## src/pkg/reset_cause_consts.svh

```systemverilog
// Offsets, bit positions and reset values of the reset cause recorder.
// Assumes inclusion by bare name from the package and bench files.
`ifndef RESET_CAUSE_CONSTS_SVH
`define RESET_CAUSE_CONSTS_SVH

// Register offsets on the plain register port
`define RC_OFF_CAUSE     8'h00
`define RC_OFF_IRQ_STAT  8'h04
`define RC_OFF_IRQ_MASK  8'h08
`define RC_OFF_SEG_LO    8'h0c
`define RC_OFF_SEG_HI    8'h10
`define RC_OFF_SEG_ENTRY 8'h14
`define RC_OFF_CTRL      8'h18
`define RC_OFF_WINIT     8'h1c

// Cause flag bit positions
`define RC_BIT_TRAP  15
`define RC_BIT_IOP   14
`define RC_BIT_CM    9
`define RC_BIT_EXT   7
`define RC_BIT_SWR   6
`define RC_BIT_WATCHDOG_TIMEOUT_FLAG  4
`define RC_BIT_SLEEP 3
`define RC_BIT_IDLE  2
`define RC_BIT_BOR   1
`define RC_BIT_POR   0

// Implemented cause bits; the rest read as zero
`define RC_IMPL_MASK 16'hc2df
// Value after power-on
`define RC_POR_VALUE 16'h0003
// Bits that survive a brown-out
`define RC_BOR_KEEP  16'h0081

// Control bit: protected segment checking enabled
`define RC_CTRL_SEG_EN 0
`define RC_CTRL_RESET  1'h0

`endif

```

## src/pkg/reset_cause_pkg.sv

```systemverilog
// Types shared by the reset cause recorder files.
// Assumes reset_cause_consts.svh is on the include path.
package reset_cause_pkg;
    `include "reset_cause_consts.svh"

    // Kind of program counter reload reported by the core
    typedef enum logic [3:0] {
        FLOW_NONE      = 4'h0,
        FLOW_CALL      = 4'h1,
        FLOW_JUMP      = 4'h2,
        FLOW_COMP_JUMP = 4'h3,
        FLOW_RETURN    = 4'h4,
        FLOW_RET_SUB   = 4'h5,
        FLOW_BRANCH    = 4'h6,
        FLOW_INT_VEC   = 4'h7,
        FLOW_TRAP_VEC  = 4'h8
    } flow_kind_t;
endpackage

```

## src/pkg/wreg_track_if.sv

```systemverilog
// Link between the recorder top and the working register tracker.
// Assumes both ends share one clock and reset.
interface wreg_track_if #(
    parameter int NUM_W = 16,
    parameter int IDX_W = 4,
    parameter int W_DW  = 16
);
    logic             clear;
    logic             wr_en;
    logic [IDX_W-1:0] wr_idx;
    logic [W_DW-1:0]  wr_data;
    logic [IDX_W-1:0] rd_idx;
    logic [W_DW-1:0]  rd_data;
    logic             ptr_en;
    logic [IDX_W-1:0] ptr_idx;
    logic             ptr_uninit;
    logic [NUM_W-1:0] init_vec;

    modport owner (output clear, wr_en, wr_idx, wr_data, rd_idx,
                   ptr_en, ptr_idx,
                   input  rd_data, ptr_uninit, init_vec);
    modport tracker (input  clear, wr_en, wr_idx, wr_data, rd_idx,
                     ptr_en, ptr_idx,
                     output rd_data, ptr_uninit, init_vec);
endinterface

```

## src/logic/wreg_init_tracker.sv

```systemverilog
// Working register array with per-register written marks.
// Assumes clear is a one-cycle pulse on any device reset.
module wreg_init_tracker #(
    parameter int NUM_W = 16,
    parameter int IDX_W = 4,
    parameter int W_DW  = 16
) (
    // Clock and reset
    input wire logic     clk,
    input wire logic     rst_b,
    // Owner side
    wreg_track_if.tracker trk
);
    import reset_cause_pkg::*;

    localparam logic [IDX_W-1:0] TOP_IDX = IDX_W'(NUM_W - 1);

    logic [W_DW-1:0]  wreg_q [NUM_W];
    logic [NUM_W-1:0] init_q;
    logic [NUM_W-1:0] top_bit;

    assign top_bit = {1'b1, {(NUM_W-1){1'b0}}};

    // Only the power-on reset clears the top register, so it never counts as unwritten
    always_ff @(posedge clk or negedge rst_b) begin
        if (!rst_b) begin
            for (int i = 0; i < NUM_W; i++) begin
                wreg_q[i] <= '0;
            end
            init_q <= '0;
        end else if (trk.clear) begin
            for (int i = 0; i < NUM_W - 1; i++) begin
                wreg_q[i] <= '0;
            end
            init_q <= '0;
        end else if (trk.wr_en) begin
            wreg_q[trk.wr_idx] <= trk.wr_data;
            init_q[trk.wr_idx] <= 1'b1;
        end
    end

    assign trk.rd_data    = wreg_q[trk.rd_idx];
    assign trk.init_vec   = init_q | top_bit;
    assign trk.ptr_uninit = trk.ptr_en && (trk.ptr_idx != TOP_IDX)
                            && !init_q[trk.ptr_idx];
endmodule // wreg_init_tracker

```

## src/logic/reset_cause_recorder.sv

```systemverilog
// Reset cause recorder: sticky cause flags, uninitialised pointer and
// protected segment resets, working register tracking, interrupt.
// Assumes RST_B is the power-on reset and all event inputs are one-cycle
// pulses synchronous to CORE_CLK.
//
// Design decisions made here: the register offsets and the plain strobed port.

//////////////////////////////////////////////////////////////////////////////
// How it works
// Pointer use of an unwritten working register requests a device reset.
// Any reset clears every working register but the top one, which only power-on clears; marks unwritten.
// Flow change into a restricted protected-segment address forces security reset.
// Calls, jumps, computed jumps, returns and branches count as program flow changes.
// Interrupt and trap vector loads count as vector flow changes.
// Trap conflict sets bit 15; only power-on or brown-out clears it.
// Illegal opcode, unwritten pointer or security reset set bit 14.
// Configuration mismatch sets bit 9; only power-on or brown-out clears it.
// Pin reset sets bit 7; only power-on clears it, brown-out keeps it.
// Reset instruction sets bit 6; only power-on or brown-out clears it.
// Watchdog expiry sets bit 4; power-save, watchdog clear, power-on, brown-out clear.
// Sleep power-save sets bit 3; only power-on or brown-out clears it.
// Idle power-save sets bit 2; only power-on or brown-out clears it.
// Power-on sets bits 1 and 0, brown-out sets bit 1; never hardware-cleared.
// Software may write every cause flag to set or clear it.
// Cause register stays readable after every kind of reset.
// Software should clear cause flags after reading them.
// A hardware set beats a software clear in the same cycle.
module reset_cause_recorder #(
    parameter int NUM_W = 16,
    parameter int IDX_W = 4,
    parameter int W_DW  = 16,
    parameter int PC_W  = 24,
    parameter int AW    = 8,
    parameter int DW    = 32
) (
    // Clock and power-on reset
    input  wire logic                    CORE_CLK,
    input  wire logic                    RST_B,
    // Register port
    input  wire logic [AW-1:0]           ADDR,
    input  wire logic [DW-1:0]           WDATA,
    input  wire logic                    WR_STB,
    input  wire logic                    RD_STB,
    output logic      [DW-1:0]           RDATA,
    // Reset and power events from the core
    input  wire logic                    BOR_EVT,
    input  wire logic                    TRAP_CONFLICT,
    input  wire logic                    ILLEGAL_OPCODE,
    input  wire logic                    CFG_MISMATCH,
    input  wire logic                    MASTER_CLEAR_PIN,
    input  wire logic                    RESET_INSTR,
    input  wire logic                    WDT_EXPIRE,
    input  wire logic                    WDT_CLEAR_INSTR,
    input  wire logic                    POWER_SAVE_INSTR_SLEEP,
    input  wire logic                    POWER_SAVE_INSTR_IDLE,
    // Program counter reload
    input  wire logic                    PC_LOAD_EN,
    input  wire reset_cause_pkg::flow_kind_t PC_LOAD_KIND,
    input  wire logic [PC_W-1:0]         PC_TARGET,
    // Working register file
    input  wire logic                    WREG_WR_EN,
    input  wire logic [IDX_W-1:0]        WREG_WR_IDX,
    input  wire logic [W_DW-1:0]         WREG_WR_DATA,
    input  wire logic [IDX_W-1:0]        WREG_RD_IDX,
    output logic      [W_DW-1:0]         WREG_RD_DATA,
    input  wire logic                    PTR_USE_EN,
    input  wire logic [IDX_W-1:0]        PTR_IDX,
    // Results
    output logic                         DEV_RESET_REQ,
    output logic                         IRQ
);
    import reset_cause_pkg::*;

    //////////////////////////////////////////////////////////////////////////
    // Flow classification

    function automatic logic is_pfc(input flow_kind_t k);
        return k inside {FLOW_CALL, FLOW_JUMP, FLOW_COMP_JUMP, FLOW_RETURN,
                         FLOW_RET_SUB, FLOW_BRANCH};
    endfunction

    function automatic logic is_vfc(input flow_kind_t k);
        return k inside {FLOW_INT_VEC, FLOW_TRAP_VEC};
    endfunction

    function automatic logic [15:0] bit16(input int pos);
        return 16'h0001 << pos;
    endfunction

    //////////////////////////////////////////////////////////////////////////
    // Registers and tracker link

    logic [15:0]     cause_q, cause_d;
    logic [15:0]     stat_q, stat_d;
    logic [15:0]     mask_q;
    logic [PC_W-1:0] seg_lo_q, seg_hi_q, seg_entry_q;
    logic            ctrl_seg_en_q;
    logic [DW-1:0]   rdata_q;
    logic            dev_reset_q;

    wreg_track_if #(.NUM_W(NUM_W), .IDX_W(IDX_W), .W_DW(W_DW)) trk ();

    wreg_init_tracker #(.NUM_W(NUM_W), .IDX_W(IDX_W), .W_DW(W_DW)) u_trk (
        .clk   (CORE_CLK),
        .rst_b (RST_B),
        .trk   (trk.tracker)
    );

    //////////////////////////////////////////////////////////////////////////
    // Decode

    wire wr_cause = WR_STB && (ADDR == `RC_OFF_CAUSE);
    wire wr_stat  = WR_STB && (ADDR == `RC_OFF_IRQ_STAT);
    wire wr_mask  = WR_STB && (ADDR == `RC_OFF_IRQ_MASK);
    wire wr_lo    = WR_STB && (ADDR == `RC_OFF_SEG_LO);
    wire wr_hi    = WR_STB && (ADDR == `RC_OFF_SEG_HI);
    wire wr_entry = WR_STB && (ADDR == `RC_OFF_SEG_ENTRY);
    wire wr_ctrl  = WR_STB && (ADDR == `RC_OFF_CTRL);

    // Flow changes into the segment other than its entry point are refused
    wire flow_chg   = PC_LOAD_EN
                      && (is_pfc(PC_LOAD_KIND) || is_vfc(PC_LOAD_KIND));
    wire in_seg     = (PC_TARGET >= seg_lo_q) && (PC_TARGET <= seg_hi_q);
    wire sec_viol   = ctrl_seg_en_q && flow_chg && in_seg
                      && (PC_TARGET != seg_entry_q);
    wire uninit_ptr = trk.ptr_uninit;

    // Any event that resets the device wipes every working register but the top one
    wire reset_evt = BOR_EVT | TRAP_CONFLICT | ILLEGAL_OPCODE | CFG_MISMATCH
                   | MASTER_CLEAR_PIN | RESET_INSTR | WDT_EXPIRE
                   | uninit_ptr | sec_viol;

    assign trk.clear   = reset_evt;
    assign trk.wr_en   = WREG_WR_EN;
    assign trk.wr_idx  = WREG_WR_IDX;
    assign trk.wr_data = WREG_WR_DATA;
    assign trk.rd_idx  = WREG_RD_IDX;
    assign trk.ptr_en  = PTR_USE_EN;
    assign trk.ptr_idx = PTR_IDX;
    assign WREG_RD_DATA = trk.rd_data;

    //////////////////////////////////////////////////////////////////////////
    // Cause flags

    wire [15:0] hw_set =
          (TRAP_CONFLICT ? bit16(`RC_BIT_TRAP) : 16'h0000)
        | ((ILLEGAL_OPCODE | uninit_ptr | sec_viol)
              ? bit16(`RC_BIT_IOP) : 16'h0000)
        | (CFG_MISMATCH ? bit16(`RC_BIT_CM) : 16'h0000)
        | (MASTER_CLEAR_PIN ? bit16(`RC_BIT_EXT) : 16'h0000)
        | (RESET_INSTR ? bit16(`RC_BIT_SWR) : 16'h0000)
        | (WDT_EXPIRE ? bit16(`RC_BIT_WATCHDOG_TIMEOUT_FLAG) : 16'h0000)
        | (POWER_SAVE_INSTR_SLEEP ? bit16(`RC_BIT_SLEEP) : 16'h0000)
        | (POWER_SAVE_INSTR_IDLE ? bit16(`RC_BIT_IDLE) : 16'h0000)
        | (BOR_EVT ? bit16(`RC_BIT_BOR) : 16'h0000);

    wire [15:0] hw_clr =
          (BOR_EVT ? ~`RC_BOR_KEEP : 16'h0000)
        | ((POWER_SAVE_INSTR_SLEEP | POWER_SAVE_INSTR_IDLE | WDT_CLEAR_INSTR)
              ? bit16(`RC_BIT_WATCHDOG_TIMEOUT_FLAG) : 16'h0000);

    wire [15:0] cause_base = wr_cause ? WDATA[15:0] : cause_q;

    // Set applied last so it wins over any clear
    assign cause_d = ((cause_base & ~hw_clr) | hw_set)
                     & `RC_IMPL_MASK;

    // Only the power-on reset touches this register asynchronously
    always_ff @(posedge CORE_CLK or negedge RST_B) begin
        if (!RST_B) begin
            cause_q <= `RC_POR_VALUE;
        end else begin
            cause_q <= cause_d;
        end
    end

    //////////////////////////////////////////////////////////////////////////
    // Interrupt status and mask, same layout as the cause register

    wire [15:0] stat_w1c = wr_stat ? WDATA[15:0] : 16'h0000;
    assign stat_d = ((stat_q & ~stat_w1c) | hw_set) & `RC_IMPL_MASK;

    always_ff @(posedge CORE_CLK or negedge RST_B) begin
        if (!RST_B) begin
            stat_q <= 16'h0000;
            mask_q <= 16'h0000;
        end else begin
            stat_q <= stat_d;
            if (wr_mask) begin
                mask_q <= WDATA[15:0] & `RC_IMPL_MASK;
            end
        end
    end

    assign IRQ = |(stat_q & mask_q);

    //////////////////////////////////////////////////////////////////////////
    // Protected segment setup

    always_ff @(posedge CORE_CLK or negedge RST_B) begin
        if (!RST_B) begin
            seg_lo_q      <= '0;
            seg_hi_q      <= '0;
            seg_entry_q   <= '0;
            ctrl_seg_en_q <= `RC_CTRL_RESET;
        end else begin
            if (wr_lo)    seg_lo_q      <= WDATA[PC_W-1:0];
            if (wr_hi)    seg_hi_q      <= WDATA[PC_W-1:0];
            if (wr_entry) seg_entry_q   <= WDATA[PC_W-1:0];
            if (wr_ctrl)  ctrl_seg_en_q <= WDATA[`RC_CTRL_SEG_EN];
        end
    end

    //////////////////////////////////////////////////////////////////////////
    // Reset request and read port

    always_ff @(posedge CORE_CLK or negedge RST_B) begin
        if (!RST_B) begin
            dev_reset_q <= 1'b0;
        end else begin
            dev_reset_q <= uninit_ptr | sec_viol;
        end
    end

    assign DEV_RESET_REQ = dev_reset_q;

    logic [DW-1:0] rd_sel;
    always_comb begin
        rd_sel = '0;
        unique case (ADDR)
            `RC_OFF_CAUSE:     rd_sel = DW'(cause_q);
            `RC_OFF_IRQ_STAT:  rd_sel = DW'(stat_q);
            `RC_OFF_IRQ_MASK:  rd_sel = DW'(mask_q);
            `RC_OFF_SEG_LO:    rd_sel = DW'(seg_lo_q);
            `RC_OFF_SEG_HI:    rd_sel = DW'(seg_hi_q);
            `RC_OFF_SEG_ENTRY: rd_sel = DW'(seg_entry_q);
            `RC_OFF_CTRL:      rd_sel = DW'(ctrl_seg_en_q);
            `RC_OFF_WINIT:     rd_sel = DW'(trk.init_vec);
            default:           rd_sel = '0;
        endcase
    end

    // Data stands only in the cycle after the strobe, zero otherwise
    always_ff @(posedge CORE_CLK or negedge RST_B) begin
        if (!RST_B) begin
            rdata_q <= '0;
        end else begin
            rdata_q <= RD_STB ? rd_sel : '0;
        end
    end

    assign RDATA = rdata_q;
endmodule // reset_cause_recorder

```

## config.mk

```make
export PLATFORM = sky130hd
export DESIGN_NAME = reset_cause_recorder
export DESIGN_NICKNAME = d
export VERILOG_FILES = /design/src/pkg/reset_cause_pkg.sv /design/src/pkg/wreg_track_if.sv /design/src/logic/wreg_init_tracker.sv /design/src/logic/reset_cause_recorder.sv
export VERILOG_INCLUDE_DIRS = /design/src /design/src/pkg
export SDC_FILE = /design/constraint.sdc
export NUM_CORES = 1
export LEC_CHECK = 0
export BUFFER_PORTS_ARGS = -buffer_cell sky130_fd_sc_hd__buf_2
export CORE_UTILIZATION = 25
export DETAILED_ROUTE_END_ITERATION = 10
export GPL_ROUTABILITY_DRIVEN = 0
export MAX_ROUTING_LAYER = met4
export PLACE_DENSITY = 0.45
export SETUP_SLACK_MARGIN = 0.5
export SLEW_MARGIN = 20
export SYNTH_ARGS = -nofsm -noshare
export SYNTH_HDL_FRONTEND = slang
export SYNTH_SLANG_ARGS = --single-unit
```

## constraint.sdc

```tcl
create_clock -name CORE_CLK -period 6.6 [get_ports CORE_CLK]
set_input_delay 1.65 -clock CORE_CLK [delete_from_list [all_inputs] [get_ports CORE_CLK]]
set_output_delay 1.65 -clock CORE_CLK [all_outputs]
set_load 0.03 [all_outputs]
```

### Word-level counts from Yosys, hierarchy flattened

Index checks and enable logic that the tools add are counted.

| storage, ports and cells | value |
|---|---|
| register bits | 408 |
| bits of input ports | 113 |
| output and inout bits | 50 |
| logic and storage cells | 137 |

| cells by class | value |
|---|---|
| magnitude comparators | 8 |
| equal/unequal tests | 17 |
| multiplexer cells | 29 |
| bitwise logic cells | 33 |
| reduce and logical (&&, ||, !) cells | 24 |

Operators by type and width:

| operator | number |
|---|---|
| $bwmux 256 | 1 |
| $mux 256 | 1 |
| $mux 240 | 1 |
| $pmux 24 s8 | 1 |
| $mux 16 | 9 |
| $bmux 16 s4 | 1 |
| $demux 16 s4 | 1 |
| $and 16x16->16 | 3 |
| $or 16x16->16 | 3 |
| $eq 8x5->1 const B | 4 |
| $mux 32 | 1 |
| $not 16->16 | 2 |
| $or 16x5->16 | 2 |
| $ge 24x24->1 | 1 |
| $le 24x24->1 | 1 |
| $ne 24x24->1 | 1 |
| $eq 4x3->1 const B | 4 |
| $eq 8x4->1 const B | 2 |
| $logic_and 1x1->1 | 16 |
| $or 16x10->16 | 1 |
| $or 16x15->16 | 1 |
| $or 16x2->16 | 1 |
| $or 16x3->16 | 1 |
| $or 16x4->16 | 1 |
| 32 further kinds | 51 |

### Longest topological paths before layout

Gate-level depths: netlist (run 1).

| depth | value |
|---|---|
| depth after elaboration | 18 |
| gate-level depth with buffers | 11 |
| mapped depth without buffers | 9 |

### Cells and area by module

A second synthesis (run 1) with hierarchy kept.

| second synthesis, totals | value |
|---|---|
| cell total of the unflattened synthesis | 1872 |
| area total of the unflattened synthesis | 20019.2 sq um |

Modules (own cells, without submodules):

| module | instances | cells each | area an instance (sq um) | seq. area each (sq um) |
|---|---|---|---|---|
| wreg_init_tracker | 1 | 1253 | 12834.8 | 6781.5 |
| reset_cause_recorder | 1 | 619 | 7184.4 | 3205.6 |

### Worst setup path after synthesis (run 1)

No wires, ideal clock.

| path | value |
|---|---|
| path type | input to output |
| start point | input WREG_RD_IDX[0] |
| end point | output WREG_RD_DATA[10] |
| arrival time | 3533 ps |
| required time | 4950 ps |
| path slack | 1417 ps |
| stages | 4 |
| path buffers | 2 |
| cells stage by stage | buf_2 -> buf_1 -> mux4_2 -> mux4_2 |

| between the ends | value |
|---|---|
| cells in the longest elaborated chain, start to end | 4 |

Ends and longest elaborated chain:

| what | line | source |
|---|---|---|
| from (decl) | reset_cause_recorder.sv:64 | `input wire logic [IDX_W-1:0] WREG_RD_IDX,` |
| $not 4->5 (not written as such) | wreg_init_tracker.sv:42 | `assign trk.rd_data = wreg_q[trk.rd_idx];` |
| $bmux 16 s4 | wreg_init_tracker.sv:42 |  |
| $mux 16 (not written as such) (2 in a row) | wreg_init_tracker.sv:42 |  |
| to (decl) | reset_cause_recorder.sv:65 | `output logic [W_DW-1:0] WREG_RD_DATA,` |

No other way between the ends. The select of a mux whose other input is x is not followed.

### Worst setup path after layout (run 1)

Ends and elaborated chain as after synthesis.

==> results of run 1 <==
==> registers in the layout, summed over array words and instances, names as in the netlist <==
| signal | flops |
|---|---|
| u_trk.wreg_q | 256 |
| RDATA | 24 |
| seg_entry_q | 24 |
| seg_hi_q | 24 |
| seg_lo_q | 24 |
| u_trk.init_q | 16 |
| cause_q | 10 |
| mask_q | 10 |
| stat_q | 10 |
| DEV_RESET_REQ | 1 |
| ctrl_seg_en_q | 1 |
==> per-stage QoR <==
step	instances	power [W]	setup WS, ns	hold WS (ns)	util
floorplan	1648	0.00278	1.42	0.459	-
global placement	2737	0.00298	1.17	0.470	0.275
detailed placement	2737	0.00298	1.17	0.482	0.275
CTS	2831	0.00594	1.17	0.495	0.297
global route	2841	0.00610	1.12	0.516	0.298
finish	2842	0.00585	1.22	0.487	0.298
==> routing by layer <==
metal  global-route usage  routed length [µm]  vias to the layer above
li1                     -                   -                     6275
met2                0.267               31700                      439
met5                    -                   0                        -
met4               0.0320                 960                        0
met1                0.200               27300                     7258
met3               0.0351                4130                       78
==> cell usage after synthesis, drive strengths merged (2+ instances only) <==
cell type / count
a211o: 2
a211oi: 3
a21o: 15
a21oi: 34
a221oi: 9
a222oi: 14
a22o: 6
a22oi: 27
a31oi: 3
and3: 5
buf: 66
clkbuf: 83
dfrtp: 398
dfstp: 2
ha: 48
inv: 49
mux2: 105
mux2i: 246
mux4: 84
nand2: 32
nand2b: 8
nand3: 7
nand3b: 2
nand4: 13
nor2: 36
nor2b: 12
nor3: 264
nor3b: 3
nor4: 9
o2111ai: 3
o211ai: 2
o21ai: 9
o21bai: 6
or3: 4
xor2: 24
==> worst register-to-register path, stage by stage, from the launching register on <==
cell and delay, ns:
sky130_fd_sc_hd__dfrtp_1 0.37, sky130_fd_sc_hd__inv_1 0.08, sky130_fd_sc_hd__ha_1 0.32, sky130_fd_sc_hd__a21o_1 0.17, sky130_fd_sc_hd__a21oi_1 0.18, sky130_fd_sc_hd__a21oi_1 0.11, sky130_fd_sc_hd__nor4_1 0.42, sky130_fd_sc_hd__a22oi_2 0.22
sky130_fd_sc_hd__o211ai_4 0.59, sky130_fd_sc_hd__buf_16 0.25, sky130_fd_sc_hd__buf_12 0.30, sky130_fd_sc_hd__nor3_1 0.17
==> power breakdown <==
part	total (W)	internal, W	switching (W)
combinational	0.000428	0.000144	0.000284
sequential	0.00251	0.00248	0.0000260
clock	0.00291	0.00176	0.00115
total	0.00585	0.00439	0.00146
==> final cells by class <==
class | instances | share of cell area
clock inverter | 21 | 0.0137
sequential | 400 | 0.418
timing repair buffer | 179 | 0.0475
clock buffer | 73 | 0.0601
tap | 1060 | 0.0554
antenna | 10 | 0.00105
inverter | 49 | 0.00768
multi-input combinational | 1050 | 0.396
==> logic make-up after synthesis <==
kind of cell / synth area share
flops: 0.494
fa+ha+maj: 0.0296
other cells: 0.000185
buf+inv: 0.0418
simple gates: 0.101
mux: 0.273
compound gates: 0.0492
xor+xnor: 0.0108
==> how the worst max path moves through the flow <==
stage	startpoint	endpoint	slack, ns	cells past startpoint
floorplan	WREG_RD_IDX[0]	WREG_RD_DATA[10]	1.42	4
global placement	WREG_RD_IDX[0]	WREG_RD_DATA[10]	1.17	5
detailed placement	WREG_RD_IDX[0]	WREG_RD_DATA[10]	1.17	5
CTS	WREG_RD_IDX[0]	WREG_RD_DATA[10]	1.17	5
global route	WREG_RD_IDX[0]	WREG_RD_DATA[10]	1.12	5
finish	WREG_RD_IDX[0]	WREG_RD_DATA[10]	1.22	5
==> results_dict.tcl, run 1 <==
set metrics [dict create \
    initial_core_util 0.252 \
    yosys_warnings 0 \
    synth-seq-cells 400 \
    ir_worst_vdd_v 0.000202 \
    cts_tree "built" \
    grt_setup_unrepaired "no" \
    route.detailed.wl_per_inst_um 22.6 \
    timing.final.max_slew_violations 0 \
    hpwlAfterDp_um 39300 \
    antenna_violations_before_repair 14 \
    route.final.wire_length_um 64100 \
    critPathArrivalTime_ns 3.73 \
    multiInputGateArea_um2 9490 \
    worstSetupEndpointType "output port" \
    detail_route.drc_violations 0 \
    vias 14050 \
    clk_latency_ns 0.64 \
    synth_cells 1641 \
    core_area_um2 80400 \
    final_nets 1891 \
    skew_ns 0.106 \
    transition_time_at_the_pin_with_the_least_slew_margin_ns 1.11 \
    setup_total_negative_slack_ns 0 \
    critical_path.cell_chain "buf_4 > buf_12 > mux4_2 > mux4_2 > buf_2" \
    critical-path-max-stage-delay_ns 0.56 \
    ff2ff_setup_slack_ns 3.27 \
    synth.yosys.seq_area_share 0.494 \
    gr-total-overflow 0 \
    hold_path.startpoint "u_trk.wreg_q[8]$_DFFE_PN0P_" \
    die_width_um 287 \
    critical-path-top-delay-family "multiplexers" \
    cts-buffers-inserted 50 \
    clock_sinks 400 \
    timing.critical_path.fanout_max 22 \
    cts.root.buffer_cell "sky130_fd_sc_hd__clkbuf_16" \
    layout_common_cells "sky130_fd_sc_hd__dfrtp_1 (398), sky130_fd_sc_hd__nor3_1 (262), sky130_fd_sc_hd__mux2i_1 (246)" \
    clock_transition_at_the_registers_of_the_reported_paths_ns 0.05 \
    final.min_clock_period_ns 5.38 \
    netlist_top_cells_area "sky130_fd_sc_hd__dfrtp_1 (49%), sky130_fd_sc_hd__mux2i_1 (12%), sky130_fd_sc_hd__mux4_2 (9.3%)" \
    ff2ff_path_depth 11 \
    total_die_area_um2 82200 \
    share_of_synthesized_flip_flops_with_an_asynchronous_set_or_reset 1.00 \
    drtIter0Drc 1123 \
    post_synth_instance_area_um2 20300 \
    final_antenna_net_count 0 \
    final-hold-violation-count 0 \
    share_of_the_synthesized_area_in_the_top_cell_type 0.492 \
    final_layout_size_suffix_gt1_frac 0.239 \
    achievable-frequency_mhz 186 \
    static-leakage-power_nw 10.6 \
    reg2reg_to "u_trk.wreg_q[200]$_DFFE_PN0P_" \
    power_per_cell_area_nw_per_um2 244 \
    worst_hold_path.num_cells 1 \
    wire_length_of_the_first_global_routing_pass_um 96400 \
    cts.hold.buffers_added 0 \
    critical_path.startpoint_type "primary input" \
    synth-edff-count 0 \
    slew_hr 0.256 \
    sequential_cell_area_um2 10000 \
    worst-setup-path-type "primary input to output port" \
    maxCapViolations 0 \
    synth_ff_type "sky130_fd_sc_hd__dfrtp_1" \
    critical_path_required_ns 4.95 \
    synth_cell_types 55 \
    cts-htree-levels 2 \
    postCtsSetupRepairBufs 0 \
    fp-row-count 104 \
    layout.cells.most_common "sky130_fd_sc_hd__dfrtp_1" \
    min_period_over_period 0.815 \
    report.final.setup_viol 0 \
    hold_path_end "u_trk.wreg_q[8]$_DFFE_PN0P_" \
    start_of_the_worst_register_to_register_path "seg_hi_q[18]$_DFFE_PN0P_" \
    overall_die_height_um 287 \
    synth_area_per_cell_um2 12.3 \
    synth_largest_area_cell "sky130_fd_sc_hd__dfrtp_1" \
    final.fill_count 8228 \
    synthToLayoutAreaGrowth_pct 18.2 \
    post_cts_resized 0 \
    run_status "finished, final reports clean" \
    finish.instance_area_um2 23900 \
    critPathMostFrequentCell "sky130_fd_sc_hd__mux4_2" \
    slowest_stage "sky130_fd_sc_hd__mux4_2" \
    pin_count 163 \
    placement.io_buffers 146 \
    crit_buf_inv 3 \
    drt_first_pass_iters 5 \
    first_global_vias 14605 \
    maximum_number_of_pins_on_one_net_before_global_route_repair 145 \
    place_area_um2 22100 \
    grt_use_total 0.161 \
    routed_vias_inst 4.94 \
    clk_buf_depth 3 \
    hold_path_class "register to register" \
]
No activity file was read; power rests on OpenSTA's default activity.
==> run 2: changes to the inputs <==
Clock period 6.6 ns to 5.45 ns, I/O delays scaled along.
==> run 2 against run 1 <==
Compared with the run above:
- sequential share of layout area rose by 0.18 points
- clock power up 15%
- worst hold slack improved by 0.0025 ns
- design area decreased by 0.43%
- largest cell class unchanged
- count of clock-buffer cells in the layout shrank 4
- first-iteration DRC count shrank 2.2%
- core utilization shrank 0.13 points
- critical path depth did not move
- critical path type unchanged
==> results_dict.tcl, run 2 (synthesis gave the netlist of run 1 again) <==
set metrics [dict create \
    routed_vias_inst 4.94 \
    final.fill_count 8287 \
    postCtsSetupRepairBufs 0 \
    pin_count 163 \
    synthToLayoutAreaGrowth_pct 17.6 \
    reg2reg_to "u_trk.wreg_q[235]$_DFFE_PN0P_" \
    hold_path_end "u_trk.wreg_q[10]$_DFFE_PN0P_" \
    placed_insts 2742 \
    placement.io_buffers 146 \
    maxCapViolations 0 \
    ff2ff_setup_slack_ns 2.17 \
    final-instance-count-excl-fill 2838 \
    detail_route.drc_violations 0 \
    final_antenna_net_count 0 \
    static-leakage-power_nw 10.6 \
    clock_sinks 400 \
    ir_worst_vdd_v 0.000201 \
    worst_hold_path.num_cells 1 \
    slew_hr 0.212 \
    cts.hold.buffers_added 0 \
    fp-row-count 104 \
    first_global_vias 14682 \
    clk_buf_depth 3 \
    hold_path.startpoint "u_trk.wreg_q[10]$_DFFE_PN0P_" \
    critPathArrivalTime_ns 3.14 \
    hpwlAfterDp_um 39900 \
    report.final.setup_viol 0 \
    critical_path.startpoint_type "primary input" \
    timing.critical_path.fanout_max 26 \
    initial_core_util 0.252 \
    clock_transition_at_the_registers_of_the_reported_paths_ns 0.06 \
    grt_use_total 0.160 \
    worstSetupEndpointType "output port" \
    drt_first_pass_iters 5 \
    antenna_violations_before_repair 13 \
    final-hold-violation-count 0 \
    clk_latency_ns 0.61 \
    vias 14016 \
    die_width_um 287 \
    run_status "finished, final reports clean" \
    cts_tree "built" \
    final_nets 1893 \
    hold_path_class "register to register" \
    min_period_over_period 0.827 \
    timing.final.max_slew_violations 0 \
    grt_setup_unrepaired "no" \
    ff2ff_path_depth 9 \
    critical_path_required_ns 4.09 \
    layout.cells.most_common "sky130_fd_sc_hd__dfrtp_1" \
    cts-htree-levels 2 \
    setup_total_negative_slack_ns 0 \
    overall_die_height_um 287 \
    skew_ns 0.0591 \
    cts-buffers-inserted 48 \
    power_per_cell_area_nw_per_um2 290 \
    final_layout_size_suffix_gt1_frac 0.240 \
    transition_time_at_the_pin_with_the_least_slew_margin_ns 1.18 \
    number_of_flip_flops_under_the_largest_register_name 256 \
    achievable-frequency_mhz 222 \
    route.final.wire_length_um 64100 \
    cts.root.buffer_cell "sky130_fd_sc_hd__clkbuf_16" \
    core_area_um2 80400 \
    worst-setup-path-type "primary input to output port" \
    start_of_the_worst_register_to_register_path "seg_lo_q[15]$_DFFE_PN0P_" \
    post_cts_resized 0 \
    maximum_number_of_pins_on_one_net_before_global_route_repair 190 \
    total_die_area_um2 82200 \
    gr-total-overflow 0 \
    registers.top_by_ff_count "u_trk.wreg_q" \
    route.detailed.wl_per_inst_um 22.6 \
    final.min_clock_period_ns 4.51 \
    wire_length_of_the_first_global_routing_pass_um 96300 \
    drtIter0Drc 1098 \
    layout_common_cells "sky130_fd_sc_hd__dfrtp_1 (398), sky130_fd_sc_hd__nor3_1 (262), sky130_fd_sc_hd__mux2i_1 (246)" \
]
[run 2: cell types whose count changed in the layout (fill, tap and decap cells not counted), moves of 2 or more]
| cell | previous run | this run |
|---|---|---|
| sky130_fd_sc_hd__bufinv_16 | 6 | 4 |
| sky130_fd_sc_hd__clkbuf_16 | 50 | 48 |
| sky130_fd_sc_hd__clkbuf_1 | 13 | 9 |
| sky130_fd_sc_hd__clkbuf_8 | 10 | 12 |
| sky130_fd_sc_hd__diode_2 | 10 | 8 |
| sky130_fd_sc_hd__buf_4 | 23 | 27 |
[run 2: power breakdown]
group	internal, W	switching, W	leakage [nW]	total (W)
Combinational	0.000175	0.000346	4.25	0.000521
Sequential	0.00301	0.0000319	5.49	0.00304
Clock	0.00198	0.00136	0.814	0.00335
Total	0.00516	0.00174	10.6	0.00691
[run 2: area by class of cell]
type,instances,area (µm²),share of cell area
Multi-Input combinational cell,1050,9490,0.398
Antenna cell,8,20.0,0.000840
Clock inverter,19,245,0.0103
Tap cell,1060,1330,0.0556
Clock buffer,69,1400,0.0587
Sequential cell,400,10000,0.420
Timing Repair Buffer,183,1160,0.0486
Inverter,49,184,0.00772
[run 2: worst max path at each step]
stage                         from                to  slack [ns]  depth (start not counted)
floorplan           WREG_RD_IDX[0]  WREG_RD_DATA[10]        0.84                          4
global placement    WREG_RD_IDX[0]   WREG_RD_DATA[3]        0.90                          5
detailed placement  WREG_RD_IDX[0]  WREG_RD_DATA[10]        0.91                          5
CTS                 WREG_RD_IDX[0]  WREG_RD_DATA[10]        0.90                          5
global route        WREG_RD_IDX[0]  WREG_RD_DATA[10]        0.87                          5
finish              WREG_RD_IDX[0]   WREG_RD_DATA[3]        0.94                          5
[run 2: through the flow]
| step | setup slack (ns) | power [W] | utilization | hold slack (ns) | cell area [µm²] |
|---|---|---|---|---|---|
| after floorplan | 0.842 | 0.00336 | - | 0.459 | 20300 |
| after global placement | 0.903 | 0.00361 | 0.276 | 0.470 | 22200 |
| after detailed placement | 0.905 | 0.00362 | 0.276 | 0.478 | 22200 |
| after CTS | 0.902 | 0.00703 | 0.296 | 0.491 | 23800 |
| after global routing | 0.873 | 0.00718 | 0.296 | 0.509 | 23800 |
| final | 0.943 | 0.00691 | 0.296 | 0.489 | 23800 |
[run 2: critical path, cell delays in order]
cell,delay [ns]
sky130_fd_sc_hd__buf_4,0.18
sky130_fd_sc_hd__buf_12,0.27
sky130_fd_sc_hd__mux4_2,0.55
sky130_fd_sc_hd__mux4_2,0.54
sky130_fd_sc_hd__buf_2,0.21
[run 2: metal layers]
metal	track usage	routed length, µm	vias up
li1	-	-	6288
met1	0.208	28900	7293
met2	0.254	30500	349
met3	0.0313	3240	86
met4	0.0396	1350	0
met5	-	0	-
==> run 3: changes to the inputs <==
Settings changed: PLACE_DENSITY 0.45 to 0.46.
Clock period 5.45 ns to 3.6 ns, I/O delays scaled along.
==> run 3 against run 2 <==
Compared with the run above:
- cell count is 1.2% higher
- largest cell class unchanged
- first-iteration DRC count is 4.4% lower
- core utilization is 0.87 points higher
- critical endpoint is now WREG_RD_DATA[9]
- highest routed layer unchanged
- global-route usage is 0.53 points higher
- worst hold slack worse by 0.19 ns
- flip-flop and latch count stayed put
- routed wire length is 2.0% higher
- design area is 2.9% higher
==> results_dict.tcl, run 3 (synthesis gave the netlist of run 1 again) <==
set metrics [dict create \
    sequential_cell_area_um2 10000 \
    initial_core_util 0.252 \
    final_antenna_net_count 0 \
    worstSetupEndpointType "output port" \
    ir_worst_vdd_v 0.000349 \
    layout.cells.most_common "sky130_fd_sc_hd__dfrtp_1" \
    synthToLayoutAreaGrowth_pct 21.1 \
    total_die_area_um2 82200 \
    wire_length_of_the_first_global_routing_pass_um 99500 \
    cts-htree-levels 2 \
    routed_vias_inst 4.97 \
    multiInputGateArea_um2 9500 \
    whs_ns 0.303 \
    final-instance-count-excl-fill 2873 \
    power.net_switching_w 0.00261 \
    final.fill_count 8163 \
    first_global_vias 15137 \
    hold_path_class "primary input to async pin" \
    final_nets 1933 \
    vias 14292 \
    registers.top_by_ff_count "u_trk.wreg_q" \
    p_clk_frac 0.475 \
    skew_ns 0.0608 \
    power_per_cell_area_nw_per_um2 424 \
    cts.hold.buffers_added 0 \
    transition_time_at_the_pin_with_the_least_slew_margin_ns 1.12 \
    final-hold-violation-count 0 \
    critical_path.startpoint_type "primary input" \
    placed_insts 2774 \
    placement.io_buffers 146 \
    overall_die_height_um 287 \
    clock_transition_at_the_registers_of_the_reported_paths_ns 0.06 \
    hpwlAfterDp_um 41600 \
    utilization_after_layout 0.305 \
    route.detailed.wl_per_inst_um 22.7 \
    finish.instance_area_um2 24500 \
    grt_use_total 0.165 \
    gr-total-overflow 0 \
    pre_cts_ws_ns -0.00157 \
    critical_path_required_ns 2.70 \
    critPathArrivalTime_ns 2.45 \
    ff2ff_path_depth 10 \
    cts_tree "built" \
    route.final.wire_length_um 65300 \
    place_area_um2 22600 \
    report.final.setup_viol 0 \
    fp-row-count 104 \
    slew_hr 0.251 \
    final.min_clock_period_ns 3.35 \
    maxCapViolations 0 \
    pin_count 163 \
    timing.final.max_slew_violations 0 \
    drtIter0Drc 1050 \
    cts.root.buffer_cell "sky130_fd_sc_hd__clkbuf_16" \
    timing.final.ws_setup_ns 0.252 \
    cts-buffers-inserted 48 \
    sequential_fraction_of_design_power 0.442 \
    timing.critical_path.fanout_max 6 \
    maximum_number_of_pins_on_one_net_before_global_route_repair 203 \
    drt_first_pass_iters 5 \
    worst-setup-path-type "primary input to output port" \
    grt_setup_unrepaired "yes" \
    achievable-frequency_mhz 299 \
    p_int_w 0.00779 \
    core_area_um2 80400 \
    run_status "finished, final reports clean" \
    combPwrFrac 0.083 \
    min_period_over_period 0.930 \
    number_of_flip_flops_under_the_largest_register_name 256 \
    static-leakage-power_nw 10.9 \
    layout_common_cells "sky130_fd_sc_hd__dfrtp_1 (398), sky130_fd_sc_hd__nor3_1 (262), sky130_fd_sc_hd__mux2i_1 (246)" \
    die_width_um 287 \
    clock_sinks 400 \
    detail_route.drc_violations 0 \
    clk_buf_depth 3 \
    final_layout_size_suffix_gt1_frac 0.259 \
    antenna_violations_before_repair 8 \
    clk_latency_ns 0.60 \
    power.switching_fraction 0.251 \
]
==> run 3: path summary, 6_finish.rpt <==
path,startpoint,end,slack [ns]
worst min-delay path,RST_B,seg_hi_q[1]$_DFFE_PN0P_,0.30
max in group asynchronous,RST_B,u_trk.wreg_q[222]$_DFFE_PN0P_,2.32
worst max register to register,seg_lo_q[0]$_DFFE_PN0P_,u_trk.wreg_q[44]$_DFFE_PN0P_,0.70
min in group CORE_CLK,u_trk.wreg_q[9]$_DFFE_PN0P_,u_trk.wreg_q[9]$_DFFE_PN0P_,0.49
worst min register to register,u_trk.wreg_q[9]$_DFFE_PN0P_,u_trk.wreg_q[9]$_DFFE_PN0P_,0.49
worst max-delay path,WREG_RD_IDX[0],WREG_RD_DATA[9],0.25
==> run 3: what timing repair did <==
item | CTS | global route
endpoints found under the setup margin | 16 | 22
resized for setup | 46 | 5
pin swaps | 0 | 1
setup buffers | 2 | 1
gates cloned | 5 | 0
==> run 3: cell type report <==
type,instances,share of cell area
diodes,3,0.000306
clock buffers,71,0.0586
clock inverters,17,0.00740
inverters,49,0.00750
multi-input cells,1050,0.387
flip-flops and latches,400,0.408
well taps,1060,0.0541
repair buffers,223,0.0769
==> run 3: worst max-delay path, cell delays in order <==
cell,delay (ns)
sky130_fd_sc_hd__buf_16,0.12
sky130_fd_sc_hd__buf_12,0.15
sky130_fd_sc_hd__mux4_2,0.53
sky130_fd_sc_hd__mux4_2,0.54
sky130_fd_sc_hd__buf_6,0.17
==> run 3: power groups by stage <==
stage / clock [W] / combinational, W / sequential [W]
floorplan: 0 / 0.000446 / 0.00466
global placement: 0 / 0.000827 / 0.00468
detailed placement: 0 / 0.000838 / 0.00468
CTS: 0.00509 / 0.000878 / 0.00460
global route: 0.00529 / 0.000948 / 0.00460
finish: 0.00494 / 0.000865 / 0.00460
==> run 3: metrics by stage <==
| stage | total power [W] | setup TNS (ns) |
|---|---|---|
| after global routing | 0.0108 | 0 |
| after floorplan | 0.00511 | 0 |
| final | 0.0104 | 0 |
| after CTS | 0.0106 | 0 |
| after global placement | 0.00550 | 0 |
| after detailed placement | 0.00552 | -0.00157 |
==> run 3: per-layer routing <==
layer / share of wire / vias to the layer above / GRT usage / routed length (µm)
met5: 0 / - / - / 0
met4: 0.026 / 0 / 0.0460 / 1690
met3: 0.046 / 106 / 0.0240 / 2990
met2: 0.49 / 385 / 0.267 / 31900
met1: 0.44 / 7439 / 0.214 / 28800
li1: - / 6362 / - / -
